--- src/rtl/igd_pkg.sv ---
// igd_pkg: constants, types and helper functions of the gate drive control
// assumes one 20 MHz clock; the preboost and fault reset cycle counts below are derived from it
`default_nettype none

package igd_pkg;

    localparam int CLK_PERIOD_NS   = 50;
    localparam int PREBOOST_NS     = 135;
    localparam int PREBOOST_CYC    = (PREBOOST_NS + CLK_PERIOD_NS - 1) / CLK_PERIOD_NS;
    localparam int FLT_RESET_NS    = 870;
    // enable must be low strictly longer than the figure
    localparam int FLT_RESET_CYC   = FLT_RESET_NS / CLK_PERIOD_NS + 1;
    localparam int DRV_FILTER_CYC  = 4;
    localparam int EN_FILTER_CYC   = 4;
    localparam int SATURATION_MONITOR_FIX_CYC   = 2;
    localparam int TL_DELAY_CYC    = 20;
    localparam int SPEED_LEVELS    = 11;
    localparam int SPEED_W         = 8;
    localparam int LEVEL_W         = 4;
    localparam int CNT_W           = 8;

    // synchroniser bit positions
    localparam int SY_NONINV   = 0;
    localparam int SY_INV      = 1;
    localparam int SY_EN       = 2;
    localparam int SY_SATURATION_MONITOR    = 3;
    localparam int SY_OC       = 4;
    localparam int SY_CS_GND   = 5;
    localparam int SY_INHIBIT  = 6;
    localparam int SY_CZ_SHORT = 7;
    localparam int SY_VZ_LO    = 8;
    localparam int SY_VZ_HI    = 9;
    localparam int SY_CORE_OK  = 10;
    localparam int SY_LREF_OK  = 11;
    localparam int SY_SEC_OK   = 12;
    localparam int SY_LINK_OK  = 13;
    localparam int SY_W        = 14;
    // inverting input idles high, everything else low
    localparam logic [SY_W-1:0] SY_RST = 14'h0002;

    // plateau strap encodings seen on the strap pins
    localparam logic [1:0] VZ_RESISTOR = 2'h0;
    localparam logic [1:0] VZ_SHORT    = 2'h1;

    typedef enum logic [1:0] {
        PL_9V3,
        PL_10V3,
        PL_11V4
    } igd_plateau_type;

    typedef enum logic [2:0] {
        ST_OFF,
        ST_PREBOOST,
        ST_ON,
        ST_TWO_LEVEL,
        ST_SOFT_OFF
    } igd_state_type;

    // lowest code selects the highest level, 0 -> 11, max -> 1
    function automatic logic [LEVEL_W-1:0] speed_to_level(input logic [SPEED_W-1:0] code);
        logic [SPEED_W+3:0] prod;
        prod = {4'h0, code} * 12'(SPEED_LEVELS);
        return LEVEL_W'(SPEED_LEVELS) - LEVEL_W'(prod >> SPEED_W);
    endfunction : speed_to_level

    function automatic igd_plateau_type plateau_from_strap(input logic [1:0] strap);
        if (strap == VZ_RESISTOR) begin
            return PL_9V3;
        end else if (strap == VZ_SHORT) begin
            return PL_11V4;
        end else begin
            return PL_10V3;
        end
    endfunction : plateau_from_strap

endpackage : igd_pkg

`default_nettype wire

--- src/rtl/igd_sync.sv ---
// igd_sync: two-flop synchroniser for a vector of pin levels
// assumes inputs are asynchronous levels; per-bit reset value by parameter
`default_nettype none

module igd_sync #(
    parameter int             W       = 1,
    parameter logic [W-1:0]   RST_VAL = '0
) (
    input  wire logic         clk,
    input  wire logic         rst_n,
    input  wire logic [W-1:0] d,
    output logic      [W-1:0] q
);

    logic [W-1:0] meta_reg;
    logic [W-1:0] meta_next;
    logic [W-1:0] q_reg;
    logic [W-1:0] q_next;

    always_comb begin
        meta_next = d;
        q_next    = meta_reg;
    end

    always_ff @(posedge clk or negedge rst_n) begin
        if (!rst_n) begin
            meta_reg <= RST_VAL;
            q_reg    <= RST_VAL;
        end else begin
            meta_reg <= meta_next;
            q_reg    <= q_next;
        end
    end

    assign q = q_reg;

endmodule : igd_sync

`default_nettype wire

--- src/rtl/igd_filter.sv ---
// igd_filter: minimum pulse width filter on a synchronised level
// output follows the input only after it has been stable for thr cycles
`default_nettype none

module igd_filter #(
    parameter int   CW      = 8,
    parameter logic RST_VAL = 1'b0
) (
    input  wire logic          clk,
    input  wire logic          rst_n,
    input  wire logic          d,
    input  wire logic [CW-1:0] thr,
    output logic               q
);

    logic          q_reg;
    logic          q_next;
    logic [CW-1:0] cnt_reg;
    logic [CW-1:0] cnt_next;

    always_comb begin
        q_next   = q_reg;
        cnt_next = '0;
        if (d != q_reg) begin
            if (cnt_reg + CW'(1) >= thr) begin
                q_next = d;
            end else begin
                cnt_next = cnt_reg + CW'(1);
            end
        end
    end

    always_ff @(posedge clk or negedge rst_n) begin
        if (!rst_n) begin
            q_reg   <= RST_VAL;
            cnt_reg <= '0;
        end else begin
            q_reg   <= q_next;
            cnt_reg <= cnt_next;
        end
    end

    assign q = q_reg;

endmodule : igd_filter

`default_nettype wire

--- src/rtl/igd_gate_ctrl.sv ---
// igd_gate_ctrl: control logic of a single channel isolated gate driver
// assumes pins and comparator/supply flags arrive asynchronously, one 20 MHz clock
// Operation
// - with inverting input low, non-inverting input high turns on, low turns off
// - with non-inverting input high, inverting input low turns on, high turns off
// - drive pulses shorter than the minimum width are rejected
// - idle inverting input reads high, non-inverting low, transistor stays off
// - drive inputs act only while enable is high
// - enable low shuts down through the soft turn-off path
// - enable pulses shorter than the minimum width are ignored
// - enable rise with drive already active turns on without preboost
// - fault cleared on enable rise after enable low longer than 870 ns
// - fault output pulled low on desaturation or overcurrent
// - primary ready released only with core and logic reference supplies good
// - secondary ready released only with output supply and barrier link good
// - filtered desaturation, fixed then adjustable filter, triggers soft turn-off
// - inhibit strap blocks automatic turn-off but faults are still reported
// - overcurrent comparator disabled when its input is grounded
// - shorted two-level timing capacitor disables two-level turn-off
// - plateau strap selects 9.3 V, 11.4 V or 10.3 V
// - gate current setting digitised and carried to the output side
// - setting selects one of eleven levels, lowest voltage highest level
// - no drive output active while any supply is in undervoltage
`default_nettype none

module igd_gate_ctrl
    import igd_pkg::*;
#(
    parameter int DRV_FILTER = DRV_FILTER_CYC,
    parameter int EN_FILTER  = EN_FILTER_CYC,
    parameter int SATURATION_MONITOR_FIX  = SATURATION_MONITOR_FIX_CYC,
    parameter int TL_DELAY   = TL_DELAY_CYC
) (
    input  wire logic                  clk,
    input  wire logic                  rst_n,
    input  wire logic                  drive_in_noninv,
    input  wire logic                  drive_in_inv,
    input  wire logic                  enable_in,
    input  wire logic                  saturation_monitor,
    input  wire logic                  overcurrent_sense,
    input  wire logic                  overcurrent_sense_grounded,
    input  wire logic                  protect_inhibit,
    input  wire logic                  two_level_time_cap,
    input  wire logic [1:0]            two_level_voltage_strap,
    input  wire logic                  primary_core_supply,
    input  wire logic                  logic_ref_supply,
    input  wire logic                  secondary_undervoltage_level,
    input  wire logic                  barrier_link_ok,
    input  wire logic [igd_pkg::CNT_W-1:0]   saturation_monitor_filter_cycles,
    input  wire logic [igd_pkg::SPEED_W-1:0] speed_sample,
    input  wire logic                  speed_sample_valid,
    output logic                       gate_on_out,
    output logic                       preboost_out,
    output logic                       normal_off_out,
    output logic                       soft_shutdown_out,
    output logic                       two_level_out,
    output igd_pkg::igd_plateau_type   plateau_sel,
    output logic [igd_pkg::LEVEL_W-1:0] gate_level,
    output logic                       fault_out_n_out,
    output logic                       fault_out_n_oe,
    output logic                       primary_ready_out,
    output logic                       primary_ready_oe,
    output logic                       secondary_ready_out,
    output logic                       secondary_ready_oe
);

    import igd_pkg::*;

    if (DRV_FILTER < 1 || DRV_FILTER > 255 || EN_FILTER < 1 || EN_FILTER > 255
        || SATURATION_MONITOR_FIX < 1 || SATURATION_MONITOR_FIX > 255 || TL_DELAY < 1 || TL_DELAY > 255) begin : g_bad
        $error("igd_gate_ctrl: filter or delay count out of range 1..255");
    end

    localparam logic [CNT_W-1:0] DRV_THR   = CNT_W'(DRV_FILTER);
    localparam logic [CNT_W-1:0] EN_THR    = CNT_W'(EN_FILTER);
    localparam logic [CNT_W-1:0] SATURATION_MONITOR_THR = CNT_W'(SATURATION_MONITOR_FIX);
    localparam logic [CNT_W-1:0] TL_LAST   = CNT_W'(TL_DELAY - 1);
    localparam logic [CNT_W-1:0] PRB_LAST  = CNT_W'(PREBOOST_CYC - 1);
    localparam logic [CNT_W-1:0] FLT_CNT   = CNT_W'(FLT_RESET_CYC);

    // pin synchronisers
    logic [SY_W-1:0] pins_raw;
    logic [SY_W-1:0] pins_s;

    assign pins_raw = {barrier_link_ok, secondary_undervoltage_level, logic_ref_supply,
                       primary_core_supply, two_level_voltage_strap, two_level_time_cap,
                       protect_inhibit, overcurrent_sense_grounded, overcurrent_sense,
                       saturation_monitor, enable_in, drive_in_inv, drive_in_noninv};

    igd_sync #(
        .W       (SY_W),
        .RST_VAL (SY_RST)
    ) u_sync (
        .clk   (clk),
        .rst_n (rst_n),
        .d     (pins_raw),
        .q     (pins_s)
    );

    // glitch filters
    logic noninv_f, inv_f, en_f, saturation_monitor_fix_f, saturation_monitor_f;

    igd_filter #(.CW(CNT_W), .RST_VAL(1'b0)) u_flt_noninv (
        .clk   (clk),
        .rst_n (rst_n),
        .d     (pins_s[SY_NONINV]),
        .thr   (DRV_THR),
        .q     (noninv_f)
    );

    igd_filter #(.CW(CNT_W), .RST_VAL(1'b1)) u_flt_inv (
        .clk   (clk),
        .rst_n (rst_n),
        .d     (pins_s[SY_INV]),
        .thr   (DRV_THR),
        .q     (inv_f)
    );

    igd_filter #(.CW(CNT_W), .RST_VAL(1'b0)) u_flt_en (
        .clk   (clk),
        .rst_n (rst_n),
        .d     (pins_s[SY_EN]),
        .thr   (EN_THR),
        .q     (en_f)
    );

    igd_filter #(.CW(CNT_W), .RST_VAL(1'b0)) u_flt_saturation_monitor_fix (
        .clk   (clk),
        .rst_n (rst_n),
        .d     (pins_s[SY_SATURATION_MONITOR]),
        .thr   (SATURATION_MONITOR_THR),
        .q     (saturation_monitor_fix_f)
    );

    igd_filter #(.CW(CNT_W), .RST_VAL(1'b0)) u_flt_saturation_monitor_adj (
        .clk   (clk),
        .rst_n (rst_n),
        .d     (saturation_monitor_fix_f),
        .thr   (saturation_monitor_filter_cycles),
        .q     (saturation_monitor_f)
    );

    // decoded conditions
    logic demand, supplies_ok, fault_now, tl_enabled, en_rise, shutdown_req;

    // enable history and fault latch
    logic             en_prev_reg, en_prev_next;
    logic             demand_prev_reg, demand_prev_next;
    logic [CNT_W-1:0] en_low_cnt_reg, en_low_cnt_next;
    logic             fault_reg, fault_next;

    always_comb begin
        demand      = noninv_f & ~inv_f;
        supplies_ok = pins_s[SY_CORE_OK] & pins_s[SY_LREF_OK]
                      & pins_s[SY_SEC_OK] & pins_s[SY_LINK_OK];
        fault_now   = saturation_monitor_f | (pins_s[SY_OC] & ~pins_s[SY_CS_GND]);
        tl_enabled  = ~pins_s[SY_CZ_SHORT];
        en_rise     = en_f & ~en_prev_reg;
        shutdown_req = (fault_now | fault_reg) & ~pins_s[SY_INHIBIT];
    end

    always_comb begin
        en_prev_next     = en_f;
        demand_prev_next = demand;
        en_low_cnt_next  = en_low_cnt_reg;
        if (en_f) begin
            en_low_cnt_next = '0;
        end else if (en_low_cnt_reg < FLT_CNT) begin
            en_low_cnt_next = en_low_cnt_reg + CNT_W'(1);
        end
        fault_next = fault_reg;
        if (en_rise && en_low_cnt_reg >= FLT_CNT) begin
            fault_next = 1'b0;
        end
        if (fault_now) begin
            fault_next = 1'b1;
        end
    end

    always_ff @(posedge clk or negedge rst_n) begin
        if (!rst_n) begin
            en_prev_reg     <= 1'b0;
            demand_prev_reg <= 1'b0;
            en_low_cnt_reg  <= '0;
            fault_reg       <= 1'b0;
        end else begin
            en_prev_reg     <= en_prev_next;
            demand_prev_reg <= demand_prev_next;
            en_low_cnt_reg  <= en_low_cnt_next;
            fault_reg       <= fault_next;
        end
    end

    // switching state machine
    igd_state_type    state_reg, state_next;
    logic [CNT_W-1:0] phase_cnt_reg, phase_cnt_next;

    always_comb begin
        state_next     = state_reg;
        phase_cnt_next = phase_cnt_reg + CNT_W'(1);
        if (!supplies_ok) begin
            state_next = ST_OFF;
        end else begin
            case (state_reg)
                ST_OFF: begin
                    if (en_f && demand && !shutdown_req) begin
                        if (en_rise && demand_prev_reg) begin
                            state_next = ST_ON;
                        end else begin
                            state_next = ST_PREBOOST;
                        end
                    end
                end
                ST_PREBOOST: begin
                    if (!en_f || shutdown_req) begin
                        state_next = ST_SOFT_OFF;
                    end else if (!demand) begin
                        state_next = ST_OFF;
                    end else if (phase_cnt_reg >= PRB_LAST) begin
                        state_next = ST_ON;
                    end
                end
                ST_ON: begin
                    if (!en_f || shutdown_req) begin
                        state_next = ST_SOFT_OFF;
                    end else if (!demand) begin
                        if (tl_enabled) begin
                            state_next = ST_TWO_LEVEL;
                        end else begin
                            state_next = ST_OFF;
                        end
                    end
                end
                ST_TWO_LEVEL: begin
                    if (!en_f || shutdown_req) begin
                        state_next = ST_SOFT_OFF;
                    end else if (phase_cnt_reg >= TL_LAST) begin
                        state_next = ST_OFF;
                    end
                end
                ST_SOFT_OFF: begin
                    if (!shutdown_req && !demand) begin
                        state_next = ST_OFF;
                    end
                end
                default: begin
                    state_next = ST_OFF;
                end
            endcase
        end
        if (state_next != state_reg) begin
            phase_cnt_next = '0;
        end else if (phase_cnt_reg == '1) begin
            phase_cnt_next = phase_cnt_reg;
        end
    end

    always_ff @(posedge clk or negedge rst_n) begin
        if (!rst_n) begin
            state_reg     <= ST_OFF;
            phase_cnt_reg <= '0;
        end else begin
            state_reg     <= state_next;
            phase_cnt_reg <= phase_cnt_next;
        end
    end

    // gate current setting carried across the barrier
    logic [SPEED_W-1:0] speed_xfer_reg, speed_xfer_next;

    always_comb begin
        speed_xfer_next = speed_xfer_reg;
        if (speed_sample_valid) begin
            speed_xfer_next = speed_sample;
        end
    end

    always_ff @(posedge clk or negedge rst_n) begin
        if (!rst_n) begin
            speed_xfer_reg <= '0;
        end else begin
            speed_xfer_reg <= speed_xfer_next;
        end
    end

    // registered outputs
    logic               gate_on_reg, gate_on_next;
    logic               preboost_reg, preboost_next;
    logic               normal_off_reg, normal_off_next;
    logic               soft_off_reg, soft_off_next;
    logic               two_level_reg, two_level_next;
    igd_plateau_type    plateau_reg, plateau_next;
    logic [LEVEL_W-1:0] level_reg, level_next;
    logic               fault_oe_reg, fault_oe_next;
    logic               pri_oe_reg, pri_oe_next;
    logic               sec_oe_reg, sec_oe_next;

    always_comb begin
        gate_on_next    = (state_next == ST_ON) || (state_next == ST_PREBOOST);
        preboost_next   = (state_next == ST_PREBOOST);
        normal_off_next = (state_next == ST_OFF);
        soft_off_next   = (state_next == ST_SOFT_OFF);
        two_level_next  = (state_next == ST_TWO_LEVEL);
        plateau_next    = plateau_from_strap({pins_s[SY_VZ_HI], pins_s[SY_VZ_LO]});
        level_next      = speed_to_level(speed_xfer_reg);
        fault_oe_next   = fault_next;
        pri_oe_next     = ~(pins_s[SY_CORE_OK] & pins_s[SY_LREF_OK]);
        sec_oe_next     = ~(pins_s[SY_SEC_OK] & pins_s[SY_LINK_OK]);
    end

    always_ff @(posedge clk or negedge rst_n) begin
        if (!rst_n) begin
            gate_on_reg    <= 1'b0;
            preboost_reg   <= 1'b0;
            normal_off_reg <= 1'b1;
            soft_off_reg   <= 1'b0;
            two_level_reg  <= 1'b0;
            plateau_reg    <= PL_10V3;
            level_reg      <= LEVEL_W'(SPEED_LEVELS);
            fault_oe_reg   <= 1'b0;
            pri_oe_reg     <= 1'b1;
            sec_oe_reg     <= 1'b1;
        end else begin
            gate_on_reg    <= gate_on_next;
            preboost_reg   <= preboost_next;
            normal_off_reg <= normal_off_next;
            soft_off_reg   <= soft_off_next;
            two_level_reg  <= two_level_next;
            plateau_reg    <= plateau_next;
            level_reg      <= level_next;
            fault_oe_reg   <= fault_oe_next;
            pri_oe_reg     <= pri_oe_next;
            sec_oe_reg     <= sec_oe_next;
        end
    end

    // open-drain pins only ever pull low
    logic od_low_reg;

    always_ff @(posedge clk or negedge rst_n) begin
        if (!rst_n) begin
            od_low_reg <= 1'b0;
        end else begin
            od_low_reg <= 1'b0;
        end
    end

    assign gate_on_out         = gate_on_reg;
    assign preboost_out        = preboost_reg;
    assign normal_off_out      = normal_off_reg;
    assign soft_shutdown_out   = soft_off_reg;
    assign two_level_out       = two_level_reg;
    assign plateau_sel         = plateau_reg;
    assign gate_level          = level_reg;
    assign fault_out_n_out     = od_low_reg;
    assign fault_out_n_oe      = fault_oe_reg;
    assign primary_ready_out   = od_low_reg;
    assign primary_ready_oe    = pri_oe_reg;
    assign secondary_ready_out = od_low_reg;
    assign secondary_ready_oe  = sec_oe_reg;

endmodule : igd_gate_ctrl

`default_nettype wire

--- config.mk ---
export PLATFORM = sky130hd
export DESIGN_NAME = igd_gate_ctrl
export DESIGN_NICKNAME = d
export VERILOG_FILES = /design/src/rtl/igd_pkg.sv /design/src/rtl/igd_sync.sv /design/src/rtl/igd_filter.sv /design/src/rtl/igd_gate_ctrl.sv
export SDC_FILE = /design/constraint.sdc
export NUM_CORES = 1
export LEC_CHECK = 0
export BUFFER_PORTS_ARGS = -buffer_cell sky130_fd_sc_hd__buf_2
export CAP_MARGIN = 10
export CORE_ASPECT_RATIO = 0.7
export CORE_UTILIZATION = 45
export DETAILED_ROUTE_END_ITERATION = 8
export RECOVER_POWER = 50
export SYNTH_ARGS = -nofsm -noshare
export SYNTH_HDL_FRONTEND = slang
export SYNTH_SLANG_ARGS = --single-unit
--- constraint.sdc ---
create_clock -name clk -period 7.19 [get_ports clk]
set_clock_uncertainty 0.05 [all_clocks]
set_input_delay 1.7975 -clock clk [delete_from_list [all_inputs] [get_ports clk]]
set_output_delay 1.7975 -clock clk [all_outputs]
set_load 0.02 [all_outputs]
==> summary.txt <==
Clock tree
  • Root Driver: clkbuf_16
  • Max H-tree Level: 4
  • TritonCTS Buffers: 17
  • Clock sinks: 116
  • Clk slew on worst S/H paths: 0.05 ns
  • Clk buf depth: 2
  • Clk Latency, worst-skew pair: 0.40 ns
  • CTS tree: yes
  • Post_cts resized: 0
  • CTS Hold Bufs: 0
  • # Post-CTS Setup Buffers: 0

Power and ir drop
  • Power Density: 294.3 nW/um^2
  • Total power: 1.836 mW
  • Pleak: 3.033 nW
  • Peak VDD IR: 0.0001652 V

Global route
  • Vias in the first global route: 3245
  • Gr ovfl total: 0
  • Initial antenna violation count: 0
  • Gr usage total: 16.25%
  • Global-route wire length before repair: 14680 um
  • Pin count of the biggest net entering global routing: 61

Logic synthesis
  • Register bit total from synthesis: 116
  • Syn Area/Cell: 11.82 um^2
  • Synth Cell Area: 5212 um^2
  • Post-synth EDFFs: 0
  • Gate count of the mapped netlist: 441
  • Seq/Total Area, Yosys: 55.93%
  • Top FF cell, synth: dfrtp_1
  • FFs w/ async S/R, synth: 100.0%
  • Ys Warns: 0
  • Cell variety after synth: 52

Cells and area
  • Fin cells: 690
  • Fin nets: 600
  • Filler Cell Count: 972
  • Antenna cells: 0
  • Final core occ: 56.04%
  • Final instance area: 6237 um^2
  • Share of layout cells above drive strength 1: 18.99%
  • Area growth syn-to-layout: 19.66%

Status
  • Status: complete, but fails checks
  • Failing checks: max-capacitance violations, max-slew violations

STA
  • Maximum clock frequency: 226.0 MHz
  • RSZ-0062 raised after global routing: no
  • Final Max Slew Viols: 58
  • Post-layout min period: 4.425 ns
  • Fin Hold WS: 0.2969 ns
  • Slew margin rel.: -101.0%
  • Worst-Margin Slew: 3.015 ns
  • Final worst slack: 2.765 ns
  • Setup_tns: 0 ns
  • Hold Fails Final Rpt: 0
  • Tcrit/Tclk final: 61.55%
  • Setup violations, final: 0

Routing
  • Vias: 3294
  • DRC marker count from the first detailed-route iteration: 152
  • Initial DRT Pass Iterations: 4
  • Final antenna-violating net count: 0
  • Vias per inst: 4.774
  • Post-DR wirelength/cell: 12.13 um
  • Drt drc: 0
  • Routed WL: 8373 um

Run
  • Max_cap viols: 1

Placement
  • Post-DP HPWL: 5878 um
  • Dpl ws: 3.693 ns
  • Placed inst area: 5688 um^2
  • Placed insts: 658
  • Port Buf Inserts: 46
  • Placer Congestion: 0.7853

Floorplanning
  • Die H: 92.05 um
  • Initial Utilization: 46.83%
  • Io pins: 50
  • Num rows: 32
  • Die width: 130.6 um
  • Core footprint: 11130 um^2
  • Die ar.: 12020 um^2

Critical path
  • CP Launch Type: input pin
  • Cells along the critical path: clkbuf_1, buf_4
  • Max Fanout on Critical Path: 60
  • CP endpoint kind: asynchronous set/reset pin
  • Critical path class: in -> async
  • Arr. time, crit path: 4.83 ns
  • Slowest library cell on the worst path: clkbuf_1
  • Critical Path RT: 7.59 ns
  • Worst path max stage delay: 2.09 ns
  • CP bufs+invs: 2
  • CP top delay family: buffers and inverters

Min path
  • Worst Hold Class: reg -> reg
[Yosys cell counts (3+ instances only)]
master    instances  area share (%)
o31ai_1           3            0.43
clkbuf_1          5            0.36
fa_1              4             1.5
nand2_1          20             1.4
nand3_1          15             1.4
a21oi_1           9            0.86
xor2_1           18             3.0
a31oi_1           7            0.84
inv_1            35             2.5
nand2b_1          3            0.36
nor3_1           20             1.9
mux2_2            9             1.9
nand3b_1          3            0.43
buf_4             3            0.43
nand4_1           5            0.60
a41oi_1           3            0.50
dfrtp_1         106              51
a21o_1            4            0.58
dfstp_2          10             5.0
o21a_1            3            0.43
o21ai_0           9            0.86
and3_1           11             1.3
xnor2_1          15             2.5
nor2b_1          13             1.6
a211oi_1          6            0.86
ha_1             39             9.4
nor2_1           31             2.2
[where the power goes]
part           total, mW  internal [mW]  leakage [nW]  switching (mW)
registers          0.783          0.723          1.41          0.0596
clock network      0.780          0.475         0.258           0.305
logic              0.273          0.127          1.37           0.146
[path summary, 6_finish.rpt]
check	startpoint	cells after the start	slack, ns	to
hold / removal	u_sync.meta_reg[12]	0	0.30	u_sync.q[12]
max in group clk	saturation_monitor_filter_cycles[5]	7	4.06	u_flt_saturation_monitor_adj.cnt_reg[7]
min in group asynchronous	rst_n	1	2.33	u_flt_saturation_monitor_adj.cnt_reg[2]
hold reg to reg	u_sync.meta_reg[12]	0	0.30	u_sync.q[12]
setup reg to reg	speed_xfer_reg[3]	11	4.33	gate_level[3]
setup / recovery	rst_n	2	2.76	fault_out_n_oe
[layout by cell type, fill, tap and decap left out, drive strengths merged, types with 11 or more instances in the layout]
cell type,n
nor2b,13
clkbuf,19
xnor2,15
dfrtp,106
nand2,20
buf,45
and3,11
nor3,20
nor2,31
nand3,15
inv,37
conb,28
ha,39
xor2,18
[logic make-up (layout without fill, tap and decap cells)]
kind of cell / Yosys count / after routing / synth area share [%]
xor gates and xnor gates: 33 / 33 / 5.545
muxes: 11 / 11 / 2.328
buffers and inverters: 45 / 114 / 3.625
adders and majority gates: 43 / 43 / 10.90
and+or+nand+nor: 133 / 133 / 13.08
other: 1 / 28 / 0.07194
AOI/OAI and AO/OA: 59 / 59 / 8.521
DFF: 116 / 116 / 55.93
[metal layers]
layer | global-route usage [%] | part of all wire, %
met1 | 21.76 | 50
met2 | 24.07 | 45
met3 | 4.259 | 3.9
met4 | 8.716 | 1.8
met5 | 0 | 0
[cell type report]
| cell class | count | area (um^2) | share of cell area, % |
|---|---|---|---|
| clock buffer | 17 | 425.4 | 6.820 |
| clock inverter | 15 | 133.9 | 2.146 |
| inverter | 35 | 131.4 | 2.106 |
| multi-input combinational | 307 | 2205 | 35.35 |
| sequential | 116 | 2915 | 46.74 |
| tap | 153 | 191.4 | 3.069 |
| timing repair buffer | 47 | 235.2 | 3.771 |
Power figures use the tool's default switching activity.
